==> config.mk <==
export PLATFORM = sky130hd
export DESIGN_NAME = pmw_ctrl
export DESIGN_NICKNAME = d
export VERILOG_FILES = /design/src/pmw_pkg.sv /design/src/pmw_ctrl.sv
export SDC_FILE = /design/constraint.sdc
export NUM_CORES = 1
export LEC_CHECK = 0
export BUFFER_PORTS_ARGS = -buffer_cell sky130_fd_sc_hd__buf_2
export CELL_PAD_IN_SITES_DETAIL_PLACEMENT = 0
export CELL_PAD_IN_SITES_GLOBAL_PLACEMENT = 2
export CORE_MARGIN = 1
export CORE_UTILIZATION = 34
export DETAILED_ROUTE_END_ITERATION = 10
export PLACE_DENSITY_LB_ADDON = 0.1
export SLEW_MARGIN = 40
export SYNTH_ARGS = -nofsm -noshare
export SYNTH_HDL_FRONTEND = slang
export SYNTH_SLANG_ARGS = --single-unit
==> constraint.sdc <==
create_clock -name MCLK_I -period 4.2 [get_ports MCLK_I]
set_clock_uncertainty 0.1 [all_clocks]
set_input_delay 0.84 -clock MCLK_I [delete_from_list [all_inputs] [get_ports MCLK_I]]
set_output_delay 0.84 -clock MCLK_I [all_outputs]
set_load 0.005 [all_outputs]
==> src/pmw_pkg.sv <==
package pmw_pkg;

  // ==========================================================================
  // Timing.
  localparam int CLK_PERIOD_NS  = 10;
  localparam int SUB_PERIOD_NS  = 31250;
  localparam int SUB_PERIOD_CYC = (SUB_PERIOD_NS + CLK_PERIOD_NS - 1) / CLK_PERIOD_NS;
  localparam int SW_BASE_PER    = 4;
  localparam int SW_CUR_HALVES  = 3;
  localparam int SW_TAR_HALVES  = 1;

  // ==========================================================================
  // Widths.
  localparam int SEL_W = 3;
  localparam int PA_W  = 8;
  localparam int INT_W = 4;
  localparam int CNT_W = 20;

  // ==========================================================================
  // Clock selection codes, reset value and halt mode codes.
  localparam logic [2:0] SEL_SLOW    = 3'h7;
  localparam logic [2:0] SEL_POR     = 3'h7;
  localparam logic [1:0] MODE_SLEEP  = 2'h0;
  localparam logic [1:0] MODE_IDLE_S = 2'h1;
  localparam logic [1:0] MODE_IDLE_H = 2'h2;
  localparam logic [1:0] MODE_IDLE_B = 2'h3;

  // ==========================================================================
  // Controller states and wake causes.
  typedef enum logic [3:0] {
    ST_RUN    = 4'h1,
    ST_SWITCH = 4'h2,
    ST_HALT   = 4'h4,
    ST_WAKE   = 4'h8
  } pmw_state_e;

  typedef enum logic [3:0] {
    WK_PORT = 4'h1,
    WK_INT  = 4'h2,
    WK_WDT  = 4'h4,
    WK_RST  = 4'h8
  } pmw_wake_e;

endpackage

==> src/pmw_ctrl.sv <==
`timescale 1ns/100ps
module pmw_ctrl #(
  parameter int SUB_PERIOD_CYC_P = pmw_pkg::SUB_PERIOD_CYC
) (
  // Clock and reset.
  input  wire logic                       MCLK_I,
  input  wire logic                       RST_N_I,
  // CPU instructions and clock control.
  input  wire logic                       HALT_I,
  input  wire logic                       CLEAR_WATCHDOG_INSTR_I,
  input  wire logic [pmw_pkg::SEL_W-1:0]  SYSCLK_SELECT_I,
  input  wire logic                       HS_OSC_HALT_KEEP_I,
  input  wire logic                       LS_OSC_HALT_KEEP_I,
  input  wire logic                       HS_OSC_EN_I,
  input  wire logic                       HS_FREQ_CHG_I,
  // Oscillator status.
  input  wire logic                       HS_OSC_READY_I,
  input  wire logic                       LS_OSC_READY_I,
  // Wake sources, interrupt enable, stack state and watchdog enable.
  input  wire logic [pmw_pkg::PA_W-1:0]   PORTA_I,
  input  wire logic [pmw_pkg::PA_W-1:0]   PORTA_WAKE_ENABLE_I,
  input  wire logic                       EXT_RESET_PIN_N_I,
  input  wire logic [pmw_pkg::INT_W-1:0]  INT_REQ_I,
  input  wire logic                       INT_ENABLE_I,
  input  wire logic                       STACK_FULL_I,
  input  wire logic                       WDT_OVF_I,
  input  wire logic                       WDT_EN_I,
  // Clock outputs.
  output logic                            SYS_TICK_O,
  output logic [pmw_pkg::SEL_W-1:0]       SYSCLK_ACTIVE_O,
  output logic                            SLOW_MODE_O,
  output logic                            SWITCH_BUSY_O,
  output logic                            HS_OSC_ON_O,
  output logic                            LS_OSC_ON_O,
  output logic                            HS_OSC_STABLE_FLAG_O,
  // Power state, flags and watchdog control.
  output logic                            CPU_HALTED_O,
  output logic [1:0]                      HALT_MODE_O,
  output logic                            POWERDOWN_FLAG_O,
  output logic                            WDT_TIMEOUT_FLAG_O,
  output logic                            WDT_CLEAR_O,
  output logic                            WDT_RUN_O,
  // Wake actions.
  output logic                            FULL_RESET_O,
  output logic                            PC_SP_RESET_O,
  output logic                            RESUME_NEXT_O,
  output logic                            INT_SERVICE_O
);
  import pmw_pkg::*;

  // ==========================================================================
  // State.
  pmw_state_e             state_q, state_d;
  pmw_wake_e              cause_q, cause_d;
  logic [SEL_W-1:0]       sel_act_q, sel_tgt_q;
  logic [CNT_W-1:0]       sw_cnt_q, div_cnt_q;
  logic                   keep_h_q, keep_l_q;
  logic [INT_W-1:0]       int_mask_q;
  logic [PA_W-1:0]        pa_s1_q, pa_s2_q, pa_s3_q;
  logic                   rst_s1_q, rst_s2_q;
  logic                   hs_on_q, ls_on_q, hs_stable_q, tick_q;
  logic                   pdf_q, to_q, wdt_clr_q, wdt_run_q;
  logic                   full_rst_q, pcsp_rst_q, resume_q, int_srv_q;
  logic                   slow_q, busy_q, halted_q;

  // ==========================================================================
  // Clock periods in master cycles.
  function automatic logic [CNT_W-1:0] period_cyc(input logic [SEL_W-1:0] sel);
    logic [CNT_W-1:0] p;
    p = CNT_W'(1) << sel;
    if (sel == SEL_SLOW) begin
      p = CNT_W'(SUB_PERIOD_CYC_P);
    end
    return p;
  endfunction

  wire [CNT_W-1:0] cur_per  = period_cyc(sel_act_q);
  wire [CNT_W-1:0] tgt_per  = period_cyc(SYSCLK_SELECT_I);
  wire [CNT_W-1:0] sw_delay = CNT_W'(SW_BASE_PER) * cur_per
                            + ((CNT_W'(SW_CUR_HALVES) * cur_per
                            + CNT_W'(SW_TAR_HALVES) * tgt_per + CNT_W'(1)) >> 1);

  // ==========================================================================
  // Decoding.
  wire in_run    = (state_q == ST_RUN);
  wire in_switch = (state_q == ST_SWITCH);
  wire in_halt   = (state_q == ST_HALT);
  wire in_wake   = (state_q == ST_WAKE);
  wire slow_act  = (sel_act_q == SEL_SLOW);
  wire slow_tgt  = (sel_tgt_q == SEL_SLOW);
  wire halt_go   = in_run & HALT_I;
  wire sw_go     = in_run & ~HALT_I & (SYSCLK_SELECT_I != sel_act_q);
  wire tgt_ready = slow_tgt ? LS_OSC_READY_I : hs_stable_q;
  wire sw_done   = in_switch & (sw_cnt_q == '0) & tgt_ready;
  wire orig_ok   = slow_act ? LS_OSC_READY_I : hs_stable_q;
  wire pa_fall   = |(pa_s3_q & ~pa_s2_q & PORTA_WAKE_ENABLE_I);
  wire rst_wake  = ~rst_s2_q;
  wire int_wake  = |(INT_REQ_I & int_mask_q);
  wire any_wake  = pa_fall | rst_wake | int_wake | WDT_OVF_I;
  wire sys_run   = in_run | in_switch;
  wire hs_want   = in_halt ? keep_h_q
                 : (~slow_act | HS_OSC_EN_I | (in_switch & ~slow_tgt));
  wire ls_want   = WDT_EN_I | (in_halt ? keep_l_q
                 : (slow_act | (in_switch & slow_tgt)));
  wire [SEL_W-1:0] sel_act_d = sw_done ? sel_tgt_q : sel_act_q;
  wire slow_d    = ls_want & (sel_act_d == SEL_SLOW);
  wire busy_d    = (state_d == ST_SWITCH);
  wire halted_d  = (state_d == ST_HALT) | (state_d == ST_WAKE);

  // ==========================================================================
  // Next state.
  always_comb begin
    state_d = state_q;
    cause_d = cause_q;
    unique case (state_q)
      ST_RUN: begin
        if (halt_go) begin
          state_d = ST_HALT;
        end else if (sw_go) begin
          state_d = ST_SWITCH;
        end
      end
      ST_SWITCH: begin
        if (sw_done) begin
          state_d = ST_RUN;
        end
      end
      ST_HALT: begin
        if (any_wake) begin
          state_d = ST_WAKE;
          if (rst_wake) begin
            cause_d = WK_RST;
          end else if (WDT_OVF_I) begin
            cause_d = WK_WDT;
          end else if (int_wake) begin
            cause_d = WK_INT;
          end else begin
            cause_d = WK_PORT;
          end
        end
      end
      ST_WAKE: begin
        if (orig_ok) begin
          state_d = ST_RUN;
        end
      end
      default: begin
        state_d = ST_RUN;
      end
    endcase
  end

  // ==========================================================================
  // Control registers.
  always_ff @(posedge MCLK_I or negedge RST_N_I) begin
    if (!RST_N_I) begin
      state_q    <= ST_RUN;
      cause_q    <= WK_PORT;
      sel_act_q  <= SEL_POR;
      sel_tgt_q  <= SEL_POR;
      sw_cnt_q   <= '0;
      keep_h_q   <= 1'b0;
      keep_l_q   <= 1'b0;
      int_mask_q <= '0;
    end else begin
      state_q <= state_d;
      cause_q <= cause_d;
      if (sw_go) begin
        sel_tgt_q <= SYSCLK_SELECT_I;
        sw_cnt_q  <= sw_delay;
      end else if (in_switch && sw_cnt_q != '0) begin
        sw_cnt_q <= sw_cnt_q - CNT_W'(1);
      end
      if (sw_done) begin
        sel_act_q <= sel_tgt_q;
      end
      if (halt_go) begin
        keep_h_q   <= HS_OSC_HALT_KEEP_I;
        keep_l_q   <= LS_OSC_HALT_KEEP_I;
        int_mask_q <= ~INT_REQ_I;
      end
    end
  end

  // ==========================================================================
  // Synchronisers for the port A and reset pin wake inputs.
  always_ff @(posedge MCLK_I or negedge RST_N_I) begin
    if (!RST_N_I) begin
      pa_s1_q  <= '1;
      pa_s2_q  <= '1;
      pa_s3_q  <= '1;
      rst_s1_q <= 1'b1;
      rst_s2_q <= 1'b1;
    end else begin
      pa_s1_q  <= PORTA_I;
      pa_s2_q  <= pa_s1_q;
      pa_s3_q  <= pa_s2_q;
      rst_s1_q <= EXT_RESET_PIN_N_I;
      rst_s2_q <= rst_s1_q;
    end
  end

  // ==========================================================================
  // System clock divider and oscillator control.
  always_ff @(posedge MCLK_I or negedge RST_N_I) begin
    if (!RST_N_I) begin
      div_cnt_q   <= '0;
      tick_q      <= 1'b0;
      hs_on_q     <= 1'b0;
      ls_on_q     <= 1'b1;
      hs_stable_q <= 1'b0;
    end else begin
      if (!sys_run || div_cnt_q >= cur_per - CNT_W'(1)) begin
        div_cnt_q <= '0;
      end else begin
        div_cnt_q <= div_cnt_q + CNT_W'(1);
      end
      tick_q  <= sys_run & (div_cnt_q == '0);
      hs_on_q <= hs_want;
      ls_on_q <= ls_want;
      if (!hs_on_q || HS_FREQ_CHG_I) begin
        hs_stable_q <= 1'b0;
      end else if (HS_OSC_READY_I) begin
        hs_stable_q <= 1'b1;
      end
    end
  end

  // ==========================================================================
  // Flags, watchdog control and wake actions.
  wire wake_end = in_wake & orig_ok;
  always_ff @(posedge MCLK_I or negedge RST_N_I) begin
    if (!RST_N_I) begin
      pdf_q      <= 1'b0;
      to_q       <= 1'b0;
      wdt_clr_q  <= 1'b0;
      wdt_run_q  <= 1'b0;
      full_rst_q <= 1'b0;
      pcsp_rst_q <= 1'b0;
      resume_q   <= 1'b0;
      int_srv_q  <= 1'b0;
      slow_q     <= 1'b1;
      busy_q     <= 1'b0;
      halted_q   <= 1'b0;
    end else begin
      if (halt_go) begin
        pdf_q <= 1'b1;
      end else if (CLEAR_WATCHDOG_INSTR_I) begin
        pdf_q <= 1'b0;
      end
      if (WDT_OVF_I) begin
        to_q <= 1'b1;
      end else if (halt_go) begin
        to_q <= 1'b0;
      end
      wdt_clr_q  <= halt_go | CLEAR_WATCHDOG_INSTR_I;
      wdt_run_q  <= WDT_EN_I;
      full_rst_q <= wake_end & (cause_q == WK_RST);
      pcsp_rst_q <= wake_end & (cause_q == WK_WDT);
      resume_q   <= wake_end & ((cause_q == WK_PORT)
                  | ((cause_q == WK_INT) & (~INT_ENABLE_I | STACK_FULL_I)));
      int_srv_q  <= wake_end & (cause_q == WK_INT) & INT_ENABLE_I & ~STACK_FULL_I;
      slow_q     <= slow_d;
      busy_q     <= busy_d;
      halted_q   <= halted_d;
    end
  end

  // ==========================================================================
  // Outputs.
  assign SYS_TICK_O           = tick_q;
  assign SYSCLK_ACTIVE_O      = sel_act_q;
  assign SLOW_MODE_O          = slow_q;
  assign SWITCH_BUSY_O        = busy_q;
  assign HS_OSC_ON_O          = hs_on_q;
  assign LS_OSC_ON_O          = ls_on_q;
  assign HS_OSC_STABLE_FLAG_O = hs_stable_q;
  assign CPU_HALTED_O         = halted_q;
  assign HALT_MODE_O          = {keep_h_q, keep_l_q};
  assign POWERDOWN_FLAG_O     = pdf_q;
  assign WDT_TIMEOUT_FLAG_O   = to_q;
  assign WDT_CLEAR_O          = wdt_clr_q;
  assign WDT_RUN_O            = wdt_run_q;
  assign FULL_RESET_O         = full_rst_q;
  assign PC_SP_RESET_O        = pcsp_rst_q;
  assign RESUME_NEXT_O        = resume_q;
  assign INT_SERVICE_O        = int_srv_q;
endmodule

### Word level (Yosys, flattened, before mapping)

Cells that the tools add are included.

| word-level totals | value |
|---|---|
| register bits after elaboration | 101 |
| logic and storage cells | 135 |
| bits in latches | 0 |
| memory bits (writable) | 0 |
| input port bits | 38 |
| memory bits (read-only) | 0 |
| memories | 0 |

| operators by class | value |
|---|---|
| multiply operators | 1 |
| div/mod/pow operators | 0 |
| shift-type cells | 2 |
| equality and inequality tests | 16 |
| add/sub/neg operators | 6 |
| reductions and logical operators | 15 |
| mux-type cells | 25 |
| bitwise operators | 40 |
| magnitude comparators | 1 |

Operators by type and width:

| kind | count |
|---|---|
| 20-bit 2-to-1 mux | 5 |
| 20-bit by 1-bit adder with 20-bit output, second input constant | 2 |
| 20-bit logical NOT | 2 |
| 1-bit by 3-bit << shifter with 20-bit output, first input constant | 2 |
| 20-bit by 1-bit subtractor with 20-bit output, second input constant | 2 |
| 4-bit 2-to-1 mux | 6 |
| 20-bit by 19-bit adder with 20-bit output | 1 |
| 20-bit adder | 1 |
| 20-bit >= comparator | 1 |
| 2-bit by 20-bit multiplier with 20-bit output, first input constant | 1 |
| 20-bit nonzero test | 1 |
| 1-bit bitwise AND | 17 |
| 8-bit bitwise AND | 2 |
| 4-bit one-hot mux with 4 select lines | 1 |
| 3-bit == test, second input constant | 4 |
| 4-bit by 2-bit == test with 1-bit output, second input constant | 3 |
| 4-bit by 3-bit == test with 1-bit output, second input constant | 3 |
| 4-bit == test, second input constant | 3 |
| 1-bit bitwise OR | 12 |
| 1-bit 2-to-1 mux | 10 |
| 4-bit by 1-bit == test with 1-bit output, second input constant | 2 |
| 8-bit inverter | 1 |
| 2-bit nonzero test | 4 |
| 8-bit OR reduction | 1 |
| 11 further kinds | 19 |

### Depth between registers and ports, before layout

| logic depth | value |
|---|---|
| depth in word-level cells | 11 |
| gate-level depth with buffers | 21 |

### Worst setup path after synthesis

No wires, ideal clock.

| path | value |
|---|---|
| path type | flip-flop to flip-flop |
| start point | register sel_act_q[0] (netlist: SYSCLK_ACTIVE_O[0]) |
| end point | register sw_cnt_q[12] |
| data required time | 3.964 ns |
| cell stages (with the launch flop) | 21 |
| arrival | 4.333 ns |
| path buffers | 1 |
| period minus slack after synthesis | 4.569 ns |
| library setup time | 0.136 ns |
| setup slack | -0.369 ns |
| cell sequence | dfstp_2 -> clkbuf_1 -> nand2_1 -> inv_1 -> o21ai_0 -> ha_1 -> ha_1 -> ha_1 -> a21o_1 -> a21oi_1 -> nor2b_1 -> o21a_1 -> o21ai_0 -> o21a_1 -> ha_1 -> o21ai_0 -> o21bai_1 -> a21oi_1 -> nor3_1 -> a31oi_1 -> a21oi_1 |

| on the way | value |
|---|---|
| cells in the longest elaborated chain, start to end | 7 |
| elaborated cells on any way between the ends | 11 |
| those cells by class | add/sub: 3; mul: 1; eq/ne: 2; shift: 1; mux: 2; bitwise: 1; reduce/logical: 1 |

RTL lines:

| element | RTL line | text |
|---|---|---|
| from (decl) | pmw_ctrl.sv:55 | `logic [SEL_W-1:0] sel_act_q, sel_tgt_q;` |
| from (signal assigned) | pmw_ctrl.sv:175 | `sel_act_q <= sel_tgt_q;` |
| 3-bit == test or 1-bit by 3-bit << shifter with 20-bit output (tied branches) | pmw_ctrl.sv:71, pmw_ctrl.sv:70 |  |
| 20-bit 2-to-1 mux | pmw_ctrl.sv:71 | `if (sel == SEL_SLOW) begin` |
| 2-bit by 20-bit multiplier with 20-bit output | pmw_ctrl.sv:80 | `+ ((CNT_W'(SW_CUR_HALVES) * cur_per` |
| 20-bit adder | pmw_ctrl.sv:81 | `+ CNT_W'(SW_TAR_HALVES) * tgt_per + CNT_W'(1)) >> 1);` |
| 20-bit by 1-bit adder with 20-bit output | pmw_ctrl.sv:81 |  |
| 20-bit by 19-bit adder with 20-bit output | pmw_ctrl.sv:80 |  |
| 20-bit 2-to-1 mux | pmw_ctrl.sv:168 | `if (sw_go) begin` |
| to (signal assigned) | pmw_ctrl.sv:170 | `sw_cnt_q <= sw_delay;` |
| to (signal assigned) | pmw_ctrl.sv:172 | `sw_cnt_q <= sw_cnt_q - CNT_W'(1);` |
| to (decl) | pmw_ctrl.sv:56 | `logic [CNT_W-1:0] sw_cnt_q, div_cnt_q;` |

Several ways; a longest one is shown, not always the timed one.
A chain may end at the register's enable or synchronous reset.

### Final worst setup path

| path | value |
|---|---|
| start point | register sel_act_q[0] (netlist: SYSCLK_ACTIVE_O[0]) |
| end point | register sw_cnt_q[11] |

The elaborated chain is that of the path after synthesis.

==> flow_metrics.py <==
metrics = {
    "layout": {
        "layout.cells.non_filler": 872,
        "antenna_cells": 0,
        "area_delta_synth_final_pct": 24.0,
        "fillers": 1577,
        "regArea_um2": 2570,
        "postLayoutCellArea_um2": 6860,
        "multi_input_area_um2": 2910,
        "drive_gt1_frac": 0.297,
        "nets": 732,
    },
    "power_and_ir_drop": {
        "p_leak_nw": 3.11,
        "switchingPower_w": 0.000860,
        "clock_power_share": 0.313,
        "power_frac_comb": 0.209,
        "pwr-share-seq": 0.477,
        "swShare": 0.310,
        "intPower_w": 0.00192,
        "pwr_density_cell_nw_per_um2": 405,
        "ir_drop_uv": 231,
    },
    "setup_path": {
        "r2r_end": "sw_cnt_q[11]",
        "crit_required_ns": 4.32,
        "cpPeakStageDelay_ns": 0.58,
        "cp_max_fo": 5,
        "start_kind": "flop",
        "r2r_slack_ns": 0.20,
        "r2r_start": "SYSCLK_ACTIVE_O[0]",
        "reg2reg_depth": 16,
        "path_class": "flop to flop",
        "cp_top_family": "adder cells",
        "crit_cells": 16,
        "crit_chain": "nand2_1 -> or2_2 -> fa_1 -> inv_1 -> ha_1 -> and4_1 -> a21oi_2 -> nor2b_1 -> xnor2_1 -> ha_1 -> o21ai_2 -> o21bai_1 -> o31a_1 -> nand2_1 -> xor2_1 -> mux2i_1",
        "arrival_ns": 4.12,
        "endpoint_kind": "flop",
        "path_buf_inv": 1,
        "cp-endpoint": "sw_cnt_q[11]",
        "cp-startpoint": "SYSCLK_ACTIVE_O[0]",
        "slowest_stage": "dfstp_2",
    },
    "detailed_routing": {
        "dr.pass1.iters": 4,
        "drtIter0Drc": 159,
        "drc": 0,
        "ant_nets": 0,
        "wl_per_cell_um": 14.9,
        "num_vias": 4154,
        "vias_per_cell": 4.76,
        "wirelength_um": 13000,
    },
    "timing": {
        "finalCriticalPeriod_ns": 4.00,
        "drv_slew": 0,
        "fin_crit_sh": 0.953,
        "setup_violations": 0,
        "fin_setup_tns_ns": 0,
        "whs_ns": 0.252,
        "fmax_mhz": 250,
        "worst_pin_slew_ns": 0.754,
        "hold_violations": 0,
        "slew_headroom": 0.493,
        "final.setup.worst_slack_ns": 0.199,
    },
    "synth": {
        "ys_warn_count": 0,
        "synth-seq-cells": 101,
        "synth_cell_type_count": 60,
        "yosysSeqAreaShare": 0.465,
        "syn_avg_cell_area_um2": 10.2,
        "syn_inst": 544,
        "synth_ff_type": "dfrtp_1",
        "async_reset_ff_frac": 1.00,
        "syn-cell-area_um2": 5530,
        "synth-edff-count": 0,
    },
    "placed_design": {
        "port_buffers": 57,
        "dpl_cell_area_um2": 6390,
        "dp_hpwl_um": 9630,
        "dp.cells": 851,
        "gp_congestion": 0.883,
        "dpl_worst_slack_ns": -0.257,
    },
    "die": {
        "dieArea_um2": 16800,
        "die_w_um": 130,
        "ios": 58,
        "core_um2": 15900,
        "row_count": 46,
        "die_h_um": 130,
        "start_util": 0.348,
    },
    "cts": {
        "numCtsBuffers": 9,
        "clk_latency_ns": 0.34,
        "cts_tree": "yes",
        "cts.sinks": 101,
        "cts_buffer_depth": 2,
        "clk_pin_slew_ns": 0.07,
        "cts_root_buffer": "clkbuf_16",
        "h-tree-depth": 3,
    },
    "global_routing": {
        "grt_pass1_wl_um": 21200,
        "antenna_found_initial": 0,
        "grt_remaining_overflow": 0,
        "grt_pass1_vias": 4060,
        "grtUsageTotal": 0.164,
        "grt_start_max_net_pins": 86,
    },
    "status": {
        "status": "complete, no violations",
    },
    "hold_path": {
        "hp-class": "flop to flop",
    },
    "flow_run": {
        "drv_cap": 0,
    },
}
placed cells by master (no fill, tap or decap), types with 16 or more instances in the layout:
cell / count
dfstp_2: 36
buf_2: 56
ha_1: 32
nand3_1: 17
a21oi_1: 20
o21ai_0: 16
buf_4: 48
xnor2_1: 19
nand2_1: 51
inv_1: 27
xor2_1: 25
nor2_1: 50
dfrtp_1: 65
synthesized netlist by cell type (11+ instances only):
cell type | count | share of area
clkbuf_1 | 15 | 0.010
dfrtp_1 | 65 | 0.29
nand2_1 | 52 | 0.035
dfstp_2 | 36 | 0.17
ha_1 | 37 | 0.084
a21oi_1 | 23 | 0.021
nand3_1 | 17 | 0.015
xnor2_1 | 19 | 0.030
xor2_1 | 25 | 0.040
o21ai_0 | 22 | 0.020
nor3_1 | 11 | 0.0099
nor2_1 | 50 | 0.034
inv_1 | 27 | 0.018
power by group through the flow:
stage | clock network [W] | registers (W) | logic [W]
final | 0.000870 | 0.00133 | 0.000581
after global routing | 0.000951 | 0.00135 | 0.000670
after CTS | 0.000904 | 0.00132 | 0.000585
after detailed placement | 0 | 0.00134 | 0.000580
after global placement | 0 | 0.00134 | 0.000577
after floorplan | 0 | 0.00130 | 0.000423
per-stage QoR:
step | utilization | total power (W)
global route | 0.432 | 0.00298
floorplan | - | 0.00172
finish | 0.432 | 0.00278
CTS | 0.425 | 0.00281
detailed placement | 0.402 | 0.00192
global placement | 0.402 | 0.00191
what timing repair did:
item	in CTS	in global routing
pin swaps	1	6
resized for setup	1	17
setup endpoints to repair	5	7
hold buffers	0	0
buffers inserted	3	2
flip-flops by register name (all words and copies together) (netlist names), 3 cells and up:
register and count:
div_cnt_q 20, sw_cnt_q 20, pa_s1_q 8, pa_s2_q 8, pa_s3_q 8, cause_q 4, int_mask_q 4, state_q 4
SYSCLK_ACTIVE_O 3, sel_tgt_q 3
routing by layer:
metal	track usage	wire length (um)
met1	0.223	6440
met2	0.270	6160
met5	0	0
met3	0.0355	318
met4	0.0328	53
logic make-up after synthesis:
group / after synthesis / share of synthesized area
other: 1 / 0.000678
adders and majority gates: 43 / 0.105
xor gates and xnor gates: 44 / 0.0697
DFF: 101 / 0.465
buffers and inverters: 44 / 0.0312
AOI/OAI and AO/OA: 98 / 0.113
muxes: 12 / 0.0231
and+or+nand+nor: 201 / 0.192
area by class of cell:
class	instances	area share
clock buffers	10	0.0348
well taps	216	0.0394
clock inverters	6	0.0119
repair buffers	107	0.100
flip-flops and latches	101	0.375
inverters	27	0.0148
multi-input cells	405	0.424
worst min path at each step:
stage	start	to	slack [ns]	cells past startpoint
2_1_floorplan	pa_s1_q[0]	pa_s2_q[0]	0.25	0
3_3_place_gp	pa_s1_q[5]	pa_s2_q[5]	0.25	0
3_5_place_dp	pa_s1_q[2]	pa_s2_q[2]	0.25	0
4_1_cts	pa_s1_q[1]	pa_s2_q[1]	0.26	0
5_1_grt	pa_s1_q[5]	pa_s2_q[5]	0.26	0
6_report	pa_s1_q[1]	pa_s2_q[1]	0.25	0
worst register-to-register path, delay by kind of cell (launching register included):
| family | cells | cell delay, ns |
|---|---|---|
| compound gates | 4 | 0.71 |
| buf+inv | 1 | 0.04 |
| mux | 1 | 0.09 |
| xor+xnor | 2 | 0.30 |
| simple gates | 5 | 0.86 |
| flops | 1 | 0.58 |
| fa+ha+maj | 3 | 1.20 |
Note: power is estimated with default switching activity, not from simulation.
